`src/common/timer_irq_regs.vh`:
```
// Constants for the timer interrupt request arbiter
//
// Functional notes
// - Eleven maskable sources; two 8-bit mask bytes, byte or word access, reset zero.
// - Mask bit shares its flag's position; request needs flag and mask both set.
// - Three-bit request level picks one of seven request lines, 7 highest.
// - Request level zero asserts no request line at all.
// - Join arbitration only when acknowledged level equals our current request level.
// - Arbitrate by serially asserting 4-bit identifier bits; identifiers distinct and non-zero.
// - After winning, drive the vector number onto the data lines.
// - Vector is base nibble on top, serviced source code underneath.
// - Vector held stable while driven, whatever base or pending sources do.
// - Vector base nibble clears to zero on reset.
// - Source codes 1-3 captures, 4-7 compares, 8 shared, 9-11 overflow/accumulator.
// - Among pending enabled sources, lowest source code is serviced first.
// - Priority adjust raises matching source above all; it reports code zero.
// - Request holds until flag cleared; clear needs read-set then write-zero; events win.
// - Only hardware sets flags; writing one sets nothing; flags reset to zero.
`ifndef TIMER_IRQ_REGS_VH
`define TIMER_IRQ_REGS_VH

// ****************************************************************
// Register selects on the access port
// ****************************************************************
`define SEL_EVENT_MASK      2'h0
`define SEL_EVENT_FLAGS     2'h1
`define SEL_IRQ_CONFIG      2'h2
`define SEL_MODULE_CONFIG   2'h3

// ****************************************************************
// Field positions and reset values
// ****************************************************************
`define SRC_COUNT           11
`define SRC_TOP_BIT         15
`define LOW_BYTE_SRCS       8
`define CFG_LEVEL_MSB       10
`define CFG_LEVEL_LSB       8
`define CFG_BASE_MSB        7
`define CFG_BASE_LSB        4
`define CFG_ADJ_MSB         3
`define CFG_ADJ_LSB         0
`define MCR_ARB_MSB         3
`define MCR_ARB_LSB         0
`define RST_SOURCES         11'h000
`define RST_NIBBLE          4'h0
`define RST_LEVEL           3'h0
`define RST_WORD            16'h0000
`define ARB_BITS_TOP        2'h3

`endif

```
`src/core/timer_interrupt_request_arbiter.v`:
```
// Interrupt request, priority, arbitration and vectoring for the timer
`timescale 1ns/10ps
`default_nettype none
`include "timer_irq_regs.vh"

module timer_interrupt_request_arbiter (
   // Clock and reset
   input  wire        clock_i,
   input  wire        rstn_i,
   // Event pulses from the timer units, index = source code - 1
   input  wire [10:0] event_i,
   // Register access port
   input  wire        reg_rd_i,
   input  wire        reg_wr_i,
   input  wire [1:0]  reg_sel_i,
   input  wire [1:0]  byte_en_i,
   input  wire [15:0] reg_wdata_i,
   output reg  [15:0] reg_rdata_o,
   // Request lines, bit n-1 is line n
   output reg  [6:0]  irq_o,
   // Acknowledge cycle
   input  wire        iack_i,
   input  wire [2:0]  iack_level_i,
   // Serial arbitration line, wired-OR, high = asserted
   input  wire        arb_i,
   output reg         arb_o,
   output reg         arb_oe_o,
   // Vector on the data lines
   output reg  [7:0]  data_o,
   output reg         data_oe_o
);

   // ****************************************************************
   // States
   // ****************************************************************
   localparam [1:0] ST_IDLE  = 2'h0;
   localparam [1:0] ST_ARB   = 2'h1;
   localparam [1:0] ST_DRIVE = 2'h2;
   localparam [1:0] ST_WAIT  = 2'h3;

   // ****************************************************************
   // Storage
   // ****************************************************************
   reg  [10:0] event_mask;
   reg  [10:0] event_flags;
   reg  [10:0] clear_armed;
   reg  [2:0]  request_level;
   reg  [3:0]  vector_base_nibble;
   reg  [3:0]  priority_adjust;
   reg  [3:0]  arbitration_id;
   reg  [1:0]  state;
   reg  [1:0]  arb_bit;
   reg         iack_prev;
   reg  [7:0]  vector_hold;

   // Next values and word views, all combinational
   reg  [10:0] next_flags;
   reg  [10:0] next_armed;
   reg  [10:0] next_mask;
   reg  [15:0] mask_word;
   reg  [15:0] flag_word;
   reg  [3:0]  src_code;
   reg         lane;
   integer     i;

   // Decoded strobes and request state
   wire [10:0] pending;
   wire        any_pending;
   wire        wr_mask;
   wire        wr_flags;
   wire        rd_flags;
   wire        wr_icr;
   wire        wr_mcr;
   wire        start_arb;

   // ****************************************************************
   // Strobe decode
   // ****************************************************************
   // One strobe a cycle; a read and a write together is not supported
   assign wr_mask  = reg_wr_i & (reg_sel_i == `SEL_EVENT_MASK);
   assign wr_flags = reg_wr_i & (reg_sel_i == `SEL_EVENT_FLAGS);
   assign rd_flags = reg_rd_i & (reg_sel_i == `SEL_EVENT_FLAGS);
   assign wr_icr   = reg_wr_i & (reg_sel_i == `SEL_IRQ_CONFIG);
   assign wr_mcr   = reg_wr_i & (reg_sel_i == `SEL_MODULE_CONFIG);

   // A source asks only while flag and mask are both set
   assign pending     = event_flags & event_mask;
   assign any_pending = |pending;

   // ****************************************************************
   // Flag, mask and word views
   // ****************************************************************
   // Source code c sits at word bit 16-c; upper byte lane holds codes 1-8
   always @* begin
      next_flags = event_flags;
      next_armed = clear_armed;
      next_mask  = event_mask;
      mask_word  = `RST_WORD;
      flag_word  = `RST_WORD;
      lane       = 1'b0;
      for (i = 0; i < `SRC_COUNT; i = i + 1) begin
         lane = (i < `LOW_BYTE_SRCS) ? byte_en_i[1] : byte_en_i[0];
         mask_word[`SRC_TOP_BIT - i] = event_mask[i];
         flag_word[`SRC_TOP_BIT - i] = event_flags[i];
         if (wr_mask && lane) begin
            next_mask[i] = reg_wdata_i[`SRC_TOP_BIT - i];
         end
         // A read that sees the flag set arms its clear
         if (rd_flags && lane) begin
            next_armed[i] = event_flags[i];
         end
         // Write of zero clears only an armed flag; write of one leaves the flag; any write disarms
         if (wr_flags && lane) begin
            next_armed[i] = 1'b0;
            if (!reg_wdata_i[`SRC_TOP_BIT - i] && clear_armed[i]) begin
               next_flags[i] = 1'b0;
            end
         end
         // Events win over a clear in the same cycle; an event after the
         // read cancels the armed clear so the new event is not lost
         if (event_i[i]) begin
            next_flags[i] = 1'b1;
            next_armed[i] = 1'b0;
         end
      end
   end

   // Registered flag and mask state, zero after reset
   always @(posedge clock_i) begin
      if (!rstn_i) begin
         event_mask  <= `RST_SOURCES;
         event_flags <= `RST_SOURCES;
         clear_armed <= `RST_SOURCES;
      end else begin
         event_mask  <= next_mask;
         event_flags <= next_flags;
         clear_armed <= next_armed;
      end
   end

   // ****************************************************************
   // Configuration registers
   // ****************************************************************
   // Upper byte lane holds level, lower lane holds base and adjust
   always @(posedge clock_i) begin
      if (!rstn_i) begin
         request_level      <= `RST_LEVEL;
         vector_base_nibble <= `RST_NIBBLE;
         priority_adjust    <= `RST_NIBBLE;
         arbitration_id     <= `RST_NIBBLE;
      end else begin
         if (wr_icr && byte_en_i[1]) begin
            request_level <= reg_wdata_i[`CFG_LEVEL_MSB:`CFG_LEVEL_LSB];
         end
         if (wr_icr && byte_en_i[0]) begin
            vector_base_nibble <= reg_wdata_i[`CFG_BASE_MSB:`CFG_BASE_LSB];
            priority_adjust    <= reg_wdata_i[`CFG_ADJ_MSB:`CFG_ADJ_LSB];
         end
         // Identifier in the lower lane; the upper lane of this word is unused
         if (wr_mcr && byte_en_i[0]) begin
            arbitration_id <= reg_wdata_i[`MCR_ARB_MSB:`MCR_ARB_LSB];
         end
      end
   end

   // Read data lands one cycle after the read strobe
   always @(posedge clock_i) begin
      if (!rstn_i) begin
         reg_rdata_o <= `RST_WORD;
      end else if (reg_rd_i) begin
         case (reg_sel_i)
            `SEL_EVENT_MASK:  reg_rdata_o <= mask_word;
            `SEL_EVENT_FLAGS: reg_rdata_o <= flag_word;
            `SEL_IRQ_CONFIG:  reg_rdata_o <= {5'h00, request_level,
                                              vector_base_nibble, priority_adjust};
            // Module config: only the identifier nibble reads back
            default:          reg_rdata_o <= {12'h000, arbitration_id};
         endcase
      end else begin
         reg_rdata_o <= `RST_WORD;
      end
   end

   // ****************************************************************
   // Source priority
   // ****************************************************************
   // Scan from the top so the lowest code is assigned last and wins
   always @* begin
      src_code = 4'h0;
      for (i = `SRC_COUNT - 1; i >= 0; i = i - 1) begin
         if (pending[i]) begin
            src_code = i[3:0] + 4'h1;
         end
      end
      // Adjusted source beats everything and reports code zero
      // An adjust value that names no pending source changes nothing
      for (i = 0; i < `SRC_COUNT; i = i + 1) begin
         if (pending[i] && (priority_adjust == i[3:0] + 4'h1)) begin
            src_code = 4'h0;
         end
      end
   end

   // ****************************************************************
   // Request lines
   // ****************************************************************
   // Held while any enabled flag remains, including after a lost cycle
   always @(posedge clock_i) begin
      if (!rstn_i) begin
         irq_o <= 7'h00;
      end else if (any_pending && (request_level != 3'h0)) begin
         irq_o <= 7'h01 << (request_level - 3'h1);
      end else begin
         irq_o <= 7'h00;
      end
   end

   // ****************************************************************
   // Acknowledge arbitration and vector
   // ****************************************************************
   // Join only on the leading edge of a matching acknowledge; a zero
   // identifier would never win the wired-OR, so it stays out
   assign start_arb = iack_i && !iack_prev && (state == ST_IDLE) &&
                      any_pending && (request_level != 3'h0) &&
                      (iack_level_i == request_level) &&
                      (arbitration_id != 4'h0);

   // Identifier goes out MSB first, one bit a cycle; a zero bit that
   // meets an asserted line has lost
   always @(posedge clock_i) begin
      if (!rstn_i) begin
         state       <= ST_IDLE;
         arb_bit     <= 2'h0;
         iack_prev   <= 1'b0;
         arb_o       <= 1'b0;
         arb_oe_o    <= 1'b0;
         data_o      <= 8'h00;
         data_oe_o   <= 1'b0;
         vector_hold <= 8'h00;
      end else begin
         // Edge detector resets low, the idle level of the acknowledge
         iack_prev <= iack_i;
         case (state)
            ST_IDLE: begin
               // Off the data lines unless this block has won
               data_oe_o <= 1'b0;
               if (start_arb) begin
                  // Vector frozen here so later changes cannot reach the bus
                  vector_hold <= {vector_base_nibble, src_code};
                  arb_bit     <= `ARB_BITS_TOP;
                  arb_o       <= arbitration_id[3];
                  arb_oe_o    <= arbitration_id[3];
                  state       <= ST_ARB;
               end
            end
            ST_ARB: begin
               // Acknowledge withdrawn mid-arbitration: abort quietly
               if (!iack_i) begin
                  arb_o    <= 1'b0;
                  arb_oe_o <= 1'b0;
                  state    <= ST_IDLE;
               end else if (!arb_oe_o && arb_i) begin
                  arb_o    <= 1'b0;
                  arb_oe_o <= 1'b0;
                  state    <= ST_WAIT;
               end else if (arb_bit == 2'h0) begin
                  arb_o     <= 1'b0;
                  arb_oe_o  <= 1'b0;
                  data_o    <= vector_hold;
                  data_oe_o <= 1'b1;
                  state     <= ST_DRIVE;
               end else begin
                  arb_bit  <= arb_bit - 2'h1;
                  arb_o    <= arbitration_id[arb_bit - 2'h1];
                  arb_oe_o <= arbitration_id[arb_bit - 2'h1];
               end
            end
            ST_DRIVE: begin
               // Vector stays put until the acknowledge ends
               if (!iack_i) begin
                  data_oe_o <= 1'b0;
                  state     <= ST_IDLE;
               end else begin
                  data_o <= vector_hold;
               end
            end
            ST_WAIT: begin
               // Lost: stay off the bus, request lines untouched
               if (!iack_i) begin
                  state <= ST_IDLE;
               end
            end
            default: begin
               // Unused state code: back to idle
               state <= ST_IDLE;
            end
         endcase
      end
   end

endmodule // timer_interrupt_request_arbiter
`default_nettype wire

```
`config.mk`:
```
export PLATFORM = sky130hd
export DESIGN_NAME = timer_interrupt_request_arbiter
export DESIGN_NICKNAME = d
export VERILOG_FILES = /design/src/core/timer_interrupt_request_arbiter.v
export VERILOG_INCLUDE_DIRS = /design/src /design/src/common
export SDC_FILE = /design/constraint.sdc
export NUM_CORES = 1
export LEC_CHECK = 0
export BUFFER_PORTS_ARGS = -buffer_cell sky130_fd_sc_hd__buf_4
export CORE_ASPECT_RATIO = 0.6
export CORE_MARGIN = 4
export CORE_UTILIZATION = 55
export DETAILED_ROUTE_END_ITERATION = 12
export GPL_TIMING_DRIVEN = 0
export PLACE_DENSITY_LB_ADDON = 0.2
export RECOVER_POWER = 50
export SETUP_SLACK_MARGIN = 0.3
export SYNTH_ARGS = -nofsm -noshare
export SYNTH_HDL_FRONTEND = slang
export SYNTH_SLANG_ARGS = --single-unit
```
`constraint.sdc`:
```
create_clock -name clock_i -period 2.35 [get_ports clock_i]
set_input_delay 0.47 -clock clock_i [delete_from_list [all_inputs] [get_ports clock_i]]
set_output_delay 0.47 -clock clock_i [all_outputs]
set_load 0.02 [all_outputs]
```
==> After elaboration in Yosys (flattened, before gate mapping) <==
Cells that the tools add are included.
{ "totals": {"input_bits": 40, "word_cells": 273, "regBits": 94, "n_memories": 0, "mem_bits_rw": 0, "latch_bits": 0, "romBits": 0} }
{ "classes": {"order_cmp": 1, "n_reduce_logical": 114, "shift": 1, "div": 0, "n_mul": 0, "bitwise_logic": 7, "eq_ne": 27, "muxes": 84, "addsub": 2} }
{ "ops": {"columns": ["op", "n"], "rows": [
  ["2-to-1 mux 4 bit", 22],
  ["one-hot mux 16 bit (3 select lines)", 1],
  ["nonzero test 2 bit", 24],
  ["2-to-1 mux 1 bit", 42],
  ["logical AND 1 bit", 39],
  ["OR reduction 3 bit", 11],
  ["2-to-1 mux 8 bit", 4],
  ["AND reduction 2 bit", 15],
  ["2-to-1 mux 2 bit", 9],
  ["== test 4 x 3 -> 1 bit (second input constant)", 4],
  ["== test 4 bit (second input constant)", 4],
  ["!= test 2 bit (second input constant)", 8],
  ["one-hot mux 8 bit (2 select lines)", 1],
  ["AND reduction 5 bit", 3],
  ["zero test 1 bit", 13],
  ["AND 11 bit", 1],
  ["OR reduction 11 bit", 1],
  ["== test 2 bit (second input constant)", 4],
  ["== test 4 x 2 -> 1 bit (second input constant)", 2],
  ["<< shifter 1 x 3 -> 7 bit (first input constant)", 1],
  ["zero test 2 bit", 3],
  ["one-hot mux 2 bit (3 select lines)", 1],
  ["nonzero test 3 bit", 2],
  ["AND 1 bit", 5],
  ["15 further kinds", 16]
]} }

==> Depth between registers and ports, before layout <==
Gate-level depths: netlist of run 1.
{ "depth": {"ltp_word": 23, "mapped_depth": 9} }

==> Worst setup path after synthesis of run 1 <==
OpenSTA, ideal clock, no wires.
{ "synth_timing": {"path_kind": "register to register", "from": "register request_level[0]", "to": "register vector_hold[1]", "path_stages_with_launch": 10, "t_arrival_ns": 1.945, "slack_ns": 0.336, "path_cell_list": "dfxtp_1 -> inv_1 -> ha_1 -> ha_1 -> nand2b_1 -> nor4_4 -> o211ai_4 -> buf_6 -> a221o_1 -> o21ai_2"} }
{ "synth_via": {"elab_chain_cells": 5} }
{ "synth_rtl": {"columns": ["element", "line_no", "rtl"], "rows": [
  ["from (decl)", "timer_interrupt_request_arbiter.v:47", "reg [2:0] request_level;"],
  ["from (signal assigned)", "timer_interrupt_request_arbiter.v:147", "request_level <= `RST_LEVEL;"],
  ["from (signal assigned)", "timer_interrupt_request_arbiter.v:153", "request_level <= reg_wdata_i[`CFG_LEVEL_MSB:`CFG_LEVEL_LSB];"],
  ["nonzero test 3 bit", "timer_interrupt_request_arbiter.v:224", "any_pending && (request_level != 3'h0) &&"],
  ["logical AND 1 bit", "timer_interrupt_request_arbiter.v:224", null],
  ["logical AND 1 bit (*)", "timer_interrupt_request_arbiter.v:224", null],
  ["logical AND 1 bit (*)", "timer_interrupt_request_arbiter.v:225", "(iack_level_i == request_level) &&"],
  ["AND reduction 2 bit (no line) (*)", null, null],
  ["to (signal assigned)", "timer_interrupt_request_arbiter.v:249", "vector_hold <= {vector_base_nibble, src_code};"],
  ["to (decl)", "timer_interrupt_request_arbiter.v:54", "reg [7:0] vector_hold;"]
]} }
Mark *: on every way between the ends. The rest lies on a longest branch, timed or not.
A chain may end at the register's enable or synchronous reset.

==> Worst setup path in the final report of run 1 <==
{ "layout_timing": {"from": "input port reg_sel_i[0]", "to": "register reg_rdata_o[10]"} }
{ "layout_via": {"elab_chain_cells": 2} }
{ "layout_rtl": {"columns": ["element", "line_no", "rtl"], "rows": [
  ["from (decl)", "timer_interrupt_request_arbiter.v:15", "input wire [1:0] reg_sel_i,"],
  ["== test 2 bit, or another cell as far along", "timer_interrupt_request_arbiter.v:171", "case (reg_sel_i)"],
  ["one-hot mux 16 bit (3 select lines) (*)", "timer_interrupt_request_arbiter.v:171", null],
  ["to (signal assigned)", "timer_interrupt_request_arbiter.v:172", "`SEL_EVENT_MASK: reg_rdata_o <= mask_word;"],
  ["to (signal assigned)", "timer_interrupt_request_arbiter.v:173", "`SEL_EVENT_FLAGS: reg_rdata_o <= flag_word;"],
  ["to (signal assigned)", "timer_interrupt_request_arbiter.v:174", "`SEL_IRQ_CONFIG: reg_rdata_o <= {5'h00, request_level,"],
  ["to (decl)", "timer_interrupt_request_arbiter.v:18", "output reg [15:0] reg_rdata_o,"]
]} }
Marks and branches as above.

==> impl_metrics.tcl, run 1 <==
set metrics [dict create \
    run_status "finished, final reports clean" \
    syn_area_um2 4150 \
    gr-total-overflow 0 \
    netlist_top_cells_area "dfxtp_1 (45%), mux2i_1 (14%), nor2b_1 (6.2%), nand2_1 (3.1%), nor2_1 (2.4%)" \
    wl_per_cell_um 17.2 \
    insertion_delay_ps 350 \
    via_per_inst 5.56 \
    synth_area_per_cell_um2 9.74 \
    rsz0062_at_grt "false" \
    report.power.total_mw 3.46 \
    cap_violations 0 \
    synth_seq_cells 94 \
    synth-warning-count 0 \
    max_freq_mhz 477 \
    ir_worst_vdd_v 0.000558 \
    async_reset_ff_share_pct 0 \
    drc 0 \
    netSwitchingPower_mw 0.770 \
    grt_use_total_pct 23.9 \
    port_buffers 73 \
    yosysMostFrequentCell "dfxtp_1" \
    fill_cells 616 \
    finish.instance_area_um2 5060 \
    die_h_um 75.3 \
    sw_frac_of_total_pct 22.2 \
    finalWirelength_um 10700 \
    synth_cells 426 \
    grt_pass1_vias 3270 \
    cts-root-buf "clkbuf_16" \
    gp_congestion 0.948 \
    cp.required_ps 2560 \
    synth.net_count 472 \
    finalWorstSetupSlack_ps 256 \
    numCtsBuffers 9 \
    synth_edf_count 0 \
    p_comb_share_pct 7.1 \
    clkSlewWorstSetupHoldPaths_ps 60 \
    regToRegSetupSlack_ps 380 \
    yosysUniqueCellTypes 57 \
    coreArea_um2 7300 \
    dieArea_um2 9040 \
    cts_tree "done" \
    synth_seq_area_share_pct 45.4 \
    vias 3462 \
    slew_viol_final 0 \
    drive_gt1_share_pct 15.4 \
    pin_count 74 \
    finalClockSkew_ps 5.49 \
    setup_viol 0 \
    relSlewSlack_pct 39.6 \
    grt_max_degree 16 \
    dpl.cell_count 603 \
    final.period_utilization_pct 89.1 \
    tightestPinTransition_ps 901 \
    dp_hpwl_um 8050 \
    min_period_ps 2090 \
    p_clk_share_pct 45.0 \
    seqCellArea_um2 1890 \
    ctsHtreeMaxLevel 3 \
    cts_hold_buffers 0 \
    hold_class "input port to register" \
    hold_viol 0 \
    pwr-share-seq_pct 47.9 \
    internal_power_mw 2.69 \
    grt_pass1_wl_um 16600 \
    first_pass_iters 5 \
    final_core_util_pct 69.3 \
    initialDrtViolationCount 287 \
    nets 560 \
    critPathArrivalTime_ps 2300 \
    tns_ps 0 \
    detail-route-antenna-nets 0 \
    placementRows 24 \
    clockBufferDepth 2 \
    power.density_nw_per_um2 685 \
    die_w_um 120 \
    dp_slack_ps 87.0 \
    critPathMaxFanout 10 \
    setup.worst_path.class "input port to register" \
    n_antenna_cell 0 \
    synth_top_area_share_pct 45.4 \
    cts.sinks 94 \
    synth_ff_type "dfxtp_1" \
    hold_slack_ps 291 \
    yosys.area.top_type "dfxtp_1" \
    p_leak_nw 2.03 \
    initial_core_util_pct 56.9 \
    endpoint_kind "register" \
    start_kind "input port" \
    multi_input_area_um2 2150 \
    place_area_um2 4830 \
    finalNonFillerCells 623 \
    area_delta_synth_final_pct 21.9 \
    synth_commonest_cells "dfxtp_1 (94), mux2i_1 (56), nor2b_1 (41)" \
    antenna_found_initial 0 \
]
-- area by class of cell --
class	count	area share [%]
Multi-Input combinational cell	303	42.5
Clock inverter	5	1.63
Inverter	11	0.816
Clock buffer	11	4.80
Sequential cell	94	37.4
Tap cell	104	2.57
Buffer	18	1.61
Timing Repair Buffer	77	8.71
-- cells by family (layout without fill, tap and decap cells) --
group           after synthesis  in the layout  synth area share (%)
simple gates                170            170                  22.6
flops                        94             94                  45.4
buf+inv                      29            122                  3.29
compound gates               67             67                  12.3
xor+xnor                      3              3                 0.633
fa+ha+maj                     6              6                  1.81
mux                          57             57                  14.1
-- power groups by stage --
stage | Sequential [mW] | Clock, mW | Combinational [mW]
global route | 1.66 | 1.65 | 0.268
floorplan | 1.68 | 0 | 0.132
finish | 1.66 | 1.56 | 0.247
CTS | 1.66 | 1.58 | 0.251
global placement | 1.69 | 0 | 0.240
detailed placement | 1.69 | 0 | 0.247
-- placed cells by master, fill, tap and decap left out, drive strengths merged, types with 2 or more instances in the layout --
cell type	count
inv	11
nand2	34
nand2b	4
o21a	3
dfxtp	94
o21ai	9
clkbuf	61
a22oi	5
a21oi	17
clkinvlp	3
a22o	2
nor4	3
ha	6
o2111ai	2
xor2	3
nand3	19
a221o	2
nand3b	8
nand4	3
mux2i	56
bufinv	2
nor4bb	2
and2	8
nor3b	2
nor2b	41
o31a	3
buf	45
a21boi	11
nor3	13
o211ai	4
and3	2
nor2	26
-- layer usage --
layer | track usage [%] | part of all wire [%] | vias to the layer above
met5 | 0 | 0 | -
met4 | 7.36 | 1.3 | 0
met1 | 32.3 | 49 | 1648
met2 | 37.7 | 43 | 115
met3 | 6.98 | 7.3 | 16
li1 | - | - | 1683
-- critical path, stage by stage --
cell and delay, ps:
buf_4 90, clkbuf_1 490, clkbuf_1 730, mux2i_1 260, nor2_1 50, a21oi_1 130
nor2_1 80
-- registers in the layout, indices dropped and copies added (netlist names) --
signal	cells
arb_bit	2
event_flags	11
iack_prev	1
vector_base_nibble	4
request_level	3
irq_o	7
data_o	8
vector_hold	8
state	2
arb_oe_o	1
reg_rdata_o	16
data_oe_o	1
priority_adjust	4
clear_armed	11
event_mask	11
arbitration_id	4
-- repair_timing --
action                     in CTS  in global routing
cloned                          1                  0
gates resized for setup         6                  2
buffers inserted                3                  0
setup endpoints to repair       8                  6
pin swaps                       2                  2
-- path summary, 6_finish.rpt --
check / startpoint / endpoint / cells after the start
worst min register to register: vector_hold[3] / vector_hold[3] / 2
worst max-delay path: reg_sel_i[0] / reg_rdata_o[10] / 7
worst max register to register: request_level[1] / vector_hold[1] / 9
worst min-delay path: event_i[6] / clear_armed[6] / 2
(Power assumes the default switching activity.)
==> run 2, diff against run 1 <==
CORE_ASPECT_RATIO = default   (was 0.6)
==> run 2 against run 1 <==
  * Cell count down 0.48%
  * Die area decreased by 0.50%
  * Wire length shrank 4.9%
  * Critical path type unchanged
  * Critical endpoint unchanged
  * Highest routed layer unchanged
==> impl_metrics.tcl, run 2 (synthesis results as in run 1) <==
set metrics [dict create \
    cp.depth 7 \
    pin_count 74 \
    first_pass_iters 6 \
    cpPeakStageDelay_ps 640 \
    grt_max_degree 16 \
    dp_slack_ps 6.97 \
    port_buffers 73 \
    rsz0062_at_grt "false" \
    min_period_ps 1920 \
    r2r_cells 9 \
    crit_path_top_delay_cell "clkbuf_1" \
    cap_violations 0 \
    cp.required_ps 2590 \
    final_core_util_pct 67.7 \
    detail-route-antenna-nets 0 \
    top_register "reg_rdata_o" \
    hold_class "input port to register" \
    numCtsBuffers 9 \
    slew_viol_final 0 \
    hold_start "event_i[3]" \
    die_h_um 94.9 \
    cts_hold_buffers 0 \
    gr-total-overflow 0 \
    cts-root-buf "clkbuf_8" \
    clkSlewWorstSetupHoldPaths_ps 100 \
    sw_frac_of_total_pct 24.4 \
    critPathTopFamily "buffers and inverters" \
    gp_congestion 0.806 \
    cts_tree "done" \
    final_cell_mix "dfxtp_1 (92), mux2i_1 (56), clkbuf_1 (49)" \
    endpoint_kind "register" \
    crit_end "reg_rdata_o[10]" \
    drc 0 \
    grt_use_total_pct 23.7 \
    wl_per_cell_um 16.5 \
    crit_chain "buf_4, clkbuf_1, clkbuf_1, mux2i_1, nor2_1, a21oi_1, nor2_1" \
    coreArea_um2 7290 \
    dieArea_um2 9000 \
    p_leak_nw 1.99 \
    start_kind "input port" \
    pwr-share-seq_pct 55.5 \
    nets 562 \
    clockBufferDepth 2 \
    critPathMaxFanout 10 \
    tns_ps 0 \
    ir_worst_vdd_v 0.000361 \
    insertion_delay_ps 360 \
    largest_reg_flops 16 \
    cts.sinks 94 \
    n_antenna_cell 0 \
    initialDrtViolationCount 174 \
    r2r_start "request_level[1]" \
    grt_pass1_vias 3455 \
    finalClockSkew_ps 13.7 \
    timing.rr.end "vector_hold[1]" \
    startpoint "reg_sel_i[0]" \
    run_status "finished, final reports clean" \
    setup_viol 0 \
    power.density_nw_per_um2 603 \
    critPathArrivalTime_ps 2160 \
    hold_viol 0 \
    p_clk_share_pct 36.3 \
    relSlewSlack_pct 42.2 \
    max_freq_mhz 522 \
    dp_hpwl_um 7480 \
    mostFrequentLayoutCell "dfxtp_1" \
    regToRegSetupSlack_ps 430 \
    cp_num_buf_inv 3 \
    grt_pass1_wl_um 16500 \
    vias 3449 \
    internal_power_mw 2.25 \
    die_w_um 94.9 \
    final.period_utilization_pct 81.6 \
    area_delta_synth_final_pct 19.1 \
    drive_gt1_share_pct 15.7 \
    antenna_found_initial 0 \
    tightestPinTransition_ps 862 \
    finalWorstSetupSlack_ps 433 \
    placementRows 31 \
    p_comb_share_pct 8.2 \
    initial_core_util_pct 56.9 \
    setup.worst_path.class "input port to register" \
    netSwitchingPower_mw 0.726 \
    ctsHtreeMaxLevel 3 \
    finalWirelength_um 10200 \
    via_per_inst 5.56 \
]
==> run 2: cell types whose count changed in the layout (fill, tap and decap cells not counted), moves of 2 or more <==
cell       delta
buf_4         +2
clkbuf_1      -2
clkbuf_16     -9
clkbuf_4      +2
clkbuf_8      +9
==> run 2: worst register-to-register path, cell delays in order (launching register included) <==
cell	delay (ps)
dfxtp_4	380
inv_1	60
ha_1	190
ha_2	190
nand2b_4	140
nor4_4	210
o211ai_4	160
buf_6	160
a221o_1	270
o21ai_2	100
==> run 2: worst min path at each step <==
stage                       endpoint  slack (ps)  cells after the start
2_1_floorplan         vector_hold[2]         440                      2
4_1_cts               clear_armed[1]         270                      2
3_3_place_gp   vector_base_nibble[0]         470                      2
3_5_place_dp   vector_base_nibble[0]         480                      2
5_1_grt               clear_armed[6]         260                      2
6_report              clear_armed[3]         270                      2
==> run 2: final cells by class <==
cell class                 count  area, um2
inverter                      11       41.3
timing repair buffer          79        459
clock buffer                  11        141
tap                           99        124
buffer                        18       85.1
multi-input combinational    303       2140
clock inverter                 5       58.8
fill                         649       2350
sequential                    94       1890
==> run 2: what timing repair did <==
item / in CTS / in global routing
gates cloned: 1 / 0
gates resized for setup: 5 / 1
setup buffers: 4 / 1
pin swaps: 2 / 1
setup endpoints to repair: 12 / 7
==> run 2: routing by layer <==
metal | part of all wire [%] | up-vias | routed length, um | GRT usage [%]
met3 | 4.5 | 15 | 461 | 3.27
met1 | 45 | 1656 | 4610 | 30.6
li1 | - | 1684 | - | -
met2 | 49 | 94 | 4950 | 40.4
met5 | 0 | - | 0 | 0
met4 | 1.8 | 0 | 180 | 8.53
==> run 2: power by group through the flow <==
| stage | Sequential (mW) | Combinational, mW | Clock (mW) |
|---|---|---|---|
| after floorplan | 1.68 | 0.132 | 0 |
| after global placement | 1.69 | 0.238 | 0 |
| final | 1.65 | 0.245 | 1.08 |
| after detailed placement | 1.69 | 0.243 | 0 |
| after global routing | 1.66 | 0.267 | 1.15 |
| after CTS | 1.65 | 0.249 | 1.09 |
==> run 2: stage by stage <==
| stage | hold WS (ps) | cells | total power, mW | area, um2 |
|---|---|---|---|---|
| 3_5_place_dp | 482 | 598 | 1.94 | 4820 |
| 3_3_place_gp | 470 | 598 | 1.93 | 4820 |
| 6_report | 272 | 620 | 2.98 | 4940 |
| 4_1_cts | 265 | 619 | 2.99 | 5070 |
| 2_1_floorplan | 443 | 426 | 1.82 | 4150 |
| 5_1_grt | 264 | 620 | 3.08 | 4940 |
==> run 3, diff against run 2 <==
CORE_UTILIZATION = 50   (was 55)
clock period = 1.55 ns   (was 2.35 ns; I/O delays follow)
==> run 3 against run 2 <==
  * The flow now finishes with violations (negative setup slack)
  * Global-route usage decreased by 1.5 points
  * Combinational power increased by 76%
  * Sequential power increased by 52%
  * Non-clock buffer count increased by 18
  * Worst setup slack got worse by 720 ps
  * Wire length increased by 5.9%
  * First-iteration DRC count increased by 36%
  * Sequential share of layout area decreased by 2.4 points
  * Utilization increased by 0.39 points
  * Total power increased by 54%
  * Largest cell class unchanged
  * Largest power group unchanged
==> impl_metrics.tcl, run 3 (synthesis results as in run 1) <==
set metrics [dict create \
    cts-root-buf "clkbuf_8" \
    cts_tree "done" \
    nets 580 \
    hold_viol 0 \
    netSwitchingPower_mw 1.09 \
    p_clk_share_pct 36.0 \
    tightestPinTransition_ps 564 \
    cts_hold_buffers 0 \
    hold_slack_ps 114 \
    coreArea_um2 7890 \
    grt_pass1_vias 3578 \
    min_period_ps 1840 \
    finalWirelength_um 10800 \
    drive_gt1_share_pct 30.4 \
    grt_max_degree 15 \
    gp_congestion 0.815 \
    area_delta_synth_final_pct 29.5 \
    cts.sinks 94 \
    endpoint_kind "register" \
    regToRegSetupSlack_ps -290 \
    critPathMaxFanout 7 \
    mostFrequentLayoutCell "buf_4" \
    initial_core_util_pct 52.6 \
    final_core_util_pct 68.1 \
    cap_violations 0 \
    n_antenna_cell 0 \
    drc 0 \
    vias 3498 \
    dieArea_um2 9820 \
    dp_hpwl_um 7590 \
    fill_cells 633 \
    clockBufferDepth 2 \
    setup_viol 15 \
    relSlewSlack_pct 62.3 \
    finalClockSkew_ps 7.89 \
    slew_viol_final 0 \
    via_per_inst 5.46 \
    finalWorstSetupSlack_ps -286 \
    internal_power_mw 3.49 \
    grt_util_met3_pct 4.91 \
    power.density_nw_per_um2 852 \
    busiest_layer "met2" \
    pin_count 74 \
    critPathArrivalTime_ps 2130 \
    sw_frac_of_total_pct 23.9 \
    crit_path_top_delay_cell "dfxtp_4" \
    placementRows 32 \
    final_cell_mix "buf_4 (79), dfxtp_1 (74), mux2i_1 (56)" \
    antenna_found_initial 0 \
    wl_per_cell_um 16.9 \
    final.period_utilization_pct 118 \
    die_w_um 99.1 \
    top_register "reg_rdata_o" \
    insertion_delay_ps 360 \
    initialDrtViolationCount 236 \
    hold_class "input port to register" \
    port_buffers 73 \
    p_leak_nw 2.25 \
    die_h_um 99.1 \
    numCtsBuffers 9 \
    finish.instance_area_um2 5370 \
    global_route.usage.met1_pct 26.9 \
    start_kind "register" \
    grt_pass1_wl_um 17400 \
    first_pass_iters 4 \
    cp_num_buf_inv 2 \
    run_status "finished with violations" \
    cp.required_ps 1850 \
    largest_reg_flops 16 \
    failed_checks "negative setup slack" \
    detail-route-antenna-nets 0 \
    pwr-share-seq_pct 54.6 \
    grt_use_total_pct 22.2 \
    critPathTopFamily "compound AO/OA/AOI/OAI gates" \
    rsz0062_at_grt "true" \
    ir_worst_vdd_v 0.000584 \
    setup.worst_path.class "register to register" \
    p_comb_share_pct 9.4 \
    gr-total-overflow 0 \
    clkSlewWorstSetupHoldPaths_ps 90 \
    ctsHtreeMaxLevel 3 \
    cpPeakStageDelay_ps 390 \
    path_common_cell "ha_4" \
    crit_chain "inv_4, ha_4, ha_4, nand2b_4, nor4_4, o211ai_4, buf_6, a221o_1, o21ai_2" \
    grtUsageMet2_pct 39.4 \
    place_area_um2 4920 \
    max_freq_mhz 545 \
]
## run 3: changes by cell type in the layout (fill, tap and decap cells not counted), moves of 3 or more
| cell | previous run | this run |
|---|---|---|
| and2_4 | 0 | 3 |
| dfxtp_2 | 0 | 12 |
| buf_6 | 1 | 7 |
| and2_1 | 8 | 4 |
| dfxtp_1 | 92 | 74 |
| dfxtp_4 | 2 | 8 |
| clkbuf_1 | 49 | 22 |
| buf_4 | 43 | 79 |
## run 3: repair_timing
action | 4_1_cts | 5_1_grt
buffers inserted | 23 | 1
pin swaps | 16 | 2
endpoints found under the setup margin | 33 | 47
gates resized for setup | 39 | 9
## run 3: worst paths after layout
kind | endpoint | startpoint | cells after the start
worst min register to register | vector_base_nibble[2] | vector_base_nibble[2] | 2
worst min-delay path | clear_armed[5] | event_i[5] | 2
worst max-delay path | vector_hold[1] | request_level[1] | 9
worst max register to register | vector_hold[1] | request_level[1] | 9
## run 3: per-stage QoR
step                instances  setup WS [ps]  setup TNS [ps]  total power [mW]
finish                    641           -286           -2500              4.58
global route              641           -395           -4870              4.74
CTS                       640           -287           -2550              4.61
detailed placement        601           -519           -6280              2.95
global placement          601           -491           -5000              2.94
floorplan                 426           -322           -1900              2.77
## run 3: area by class of cell
class | count | area [um2] | share of cell area [%]
multi-input combinational | 303 | 2260 | 42.0
sequential | 94 | 1930 | 35.9
timing repair buffer | 97 | 707 | 13.2
clock buffer | 12 | 155 | 2.89
tap | 102 | 128 | 2.37
buffer | 18 | 110 | 2.05
inverter | 11 | 46.3 | 0.861
clock inverter | 4 | 45.0 | 0.838
## run 3: routing by layer
layer  share of wire (%)  wire (um)
met5                   0          0
met4                 1.7        189
met3                 5.1        549
met2                  51       5470
met1                  43       4600
## run 3: power groups by stage
stage	registers, mW	clock network [mW]	logic [mW]
finish	2.50	1.65	0.432
global route	2.51	1.77	0.465
CTS	2.50	1.67	0.436
detailed placement	2.56	0	0.387
global placement	2.56	0	0.379
floorplan	2.55	0	0.215
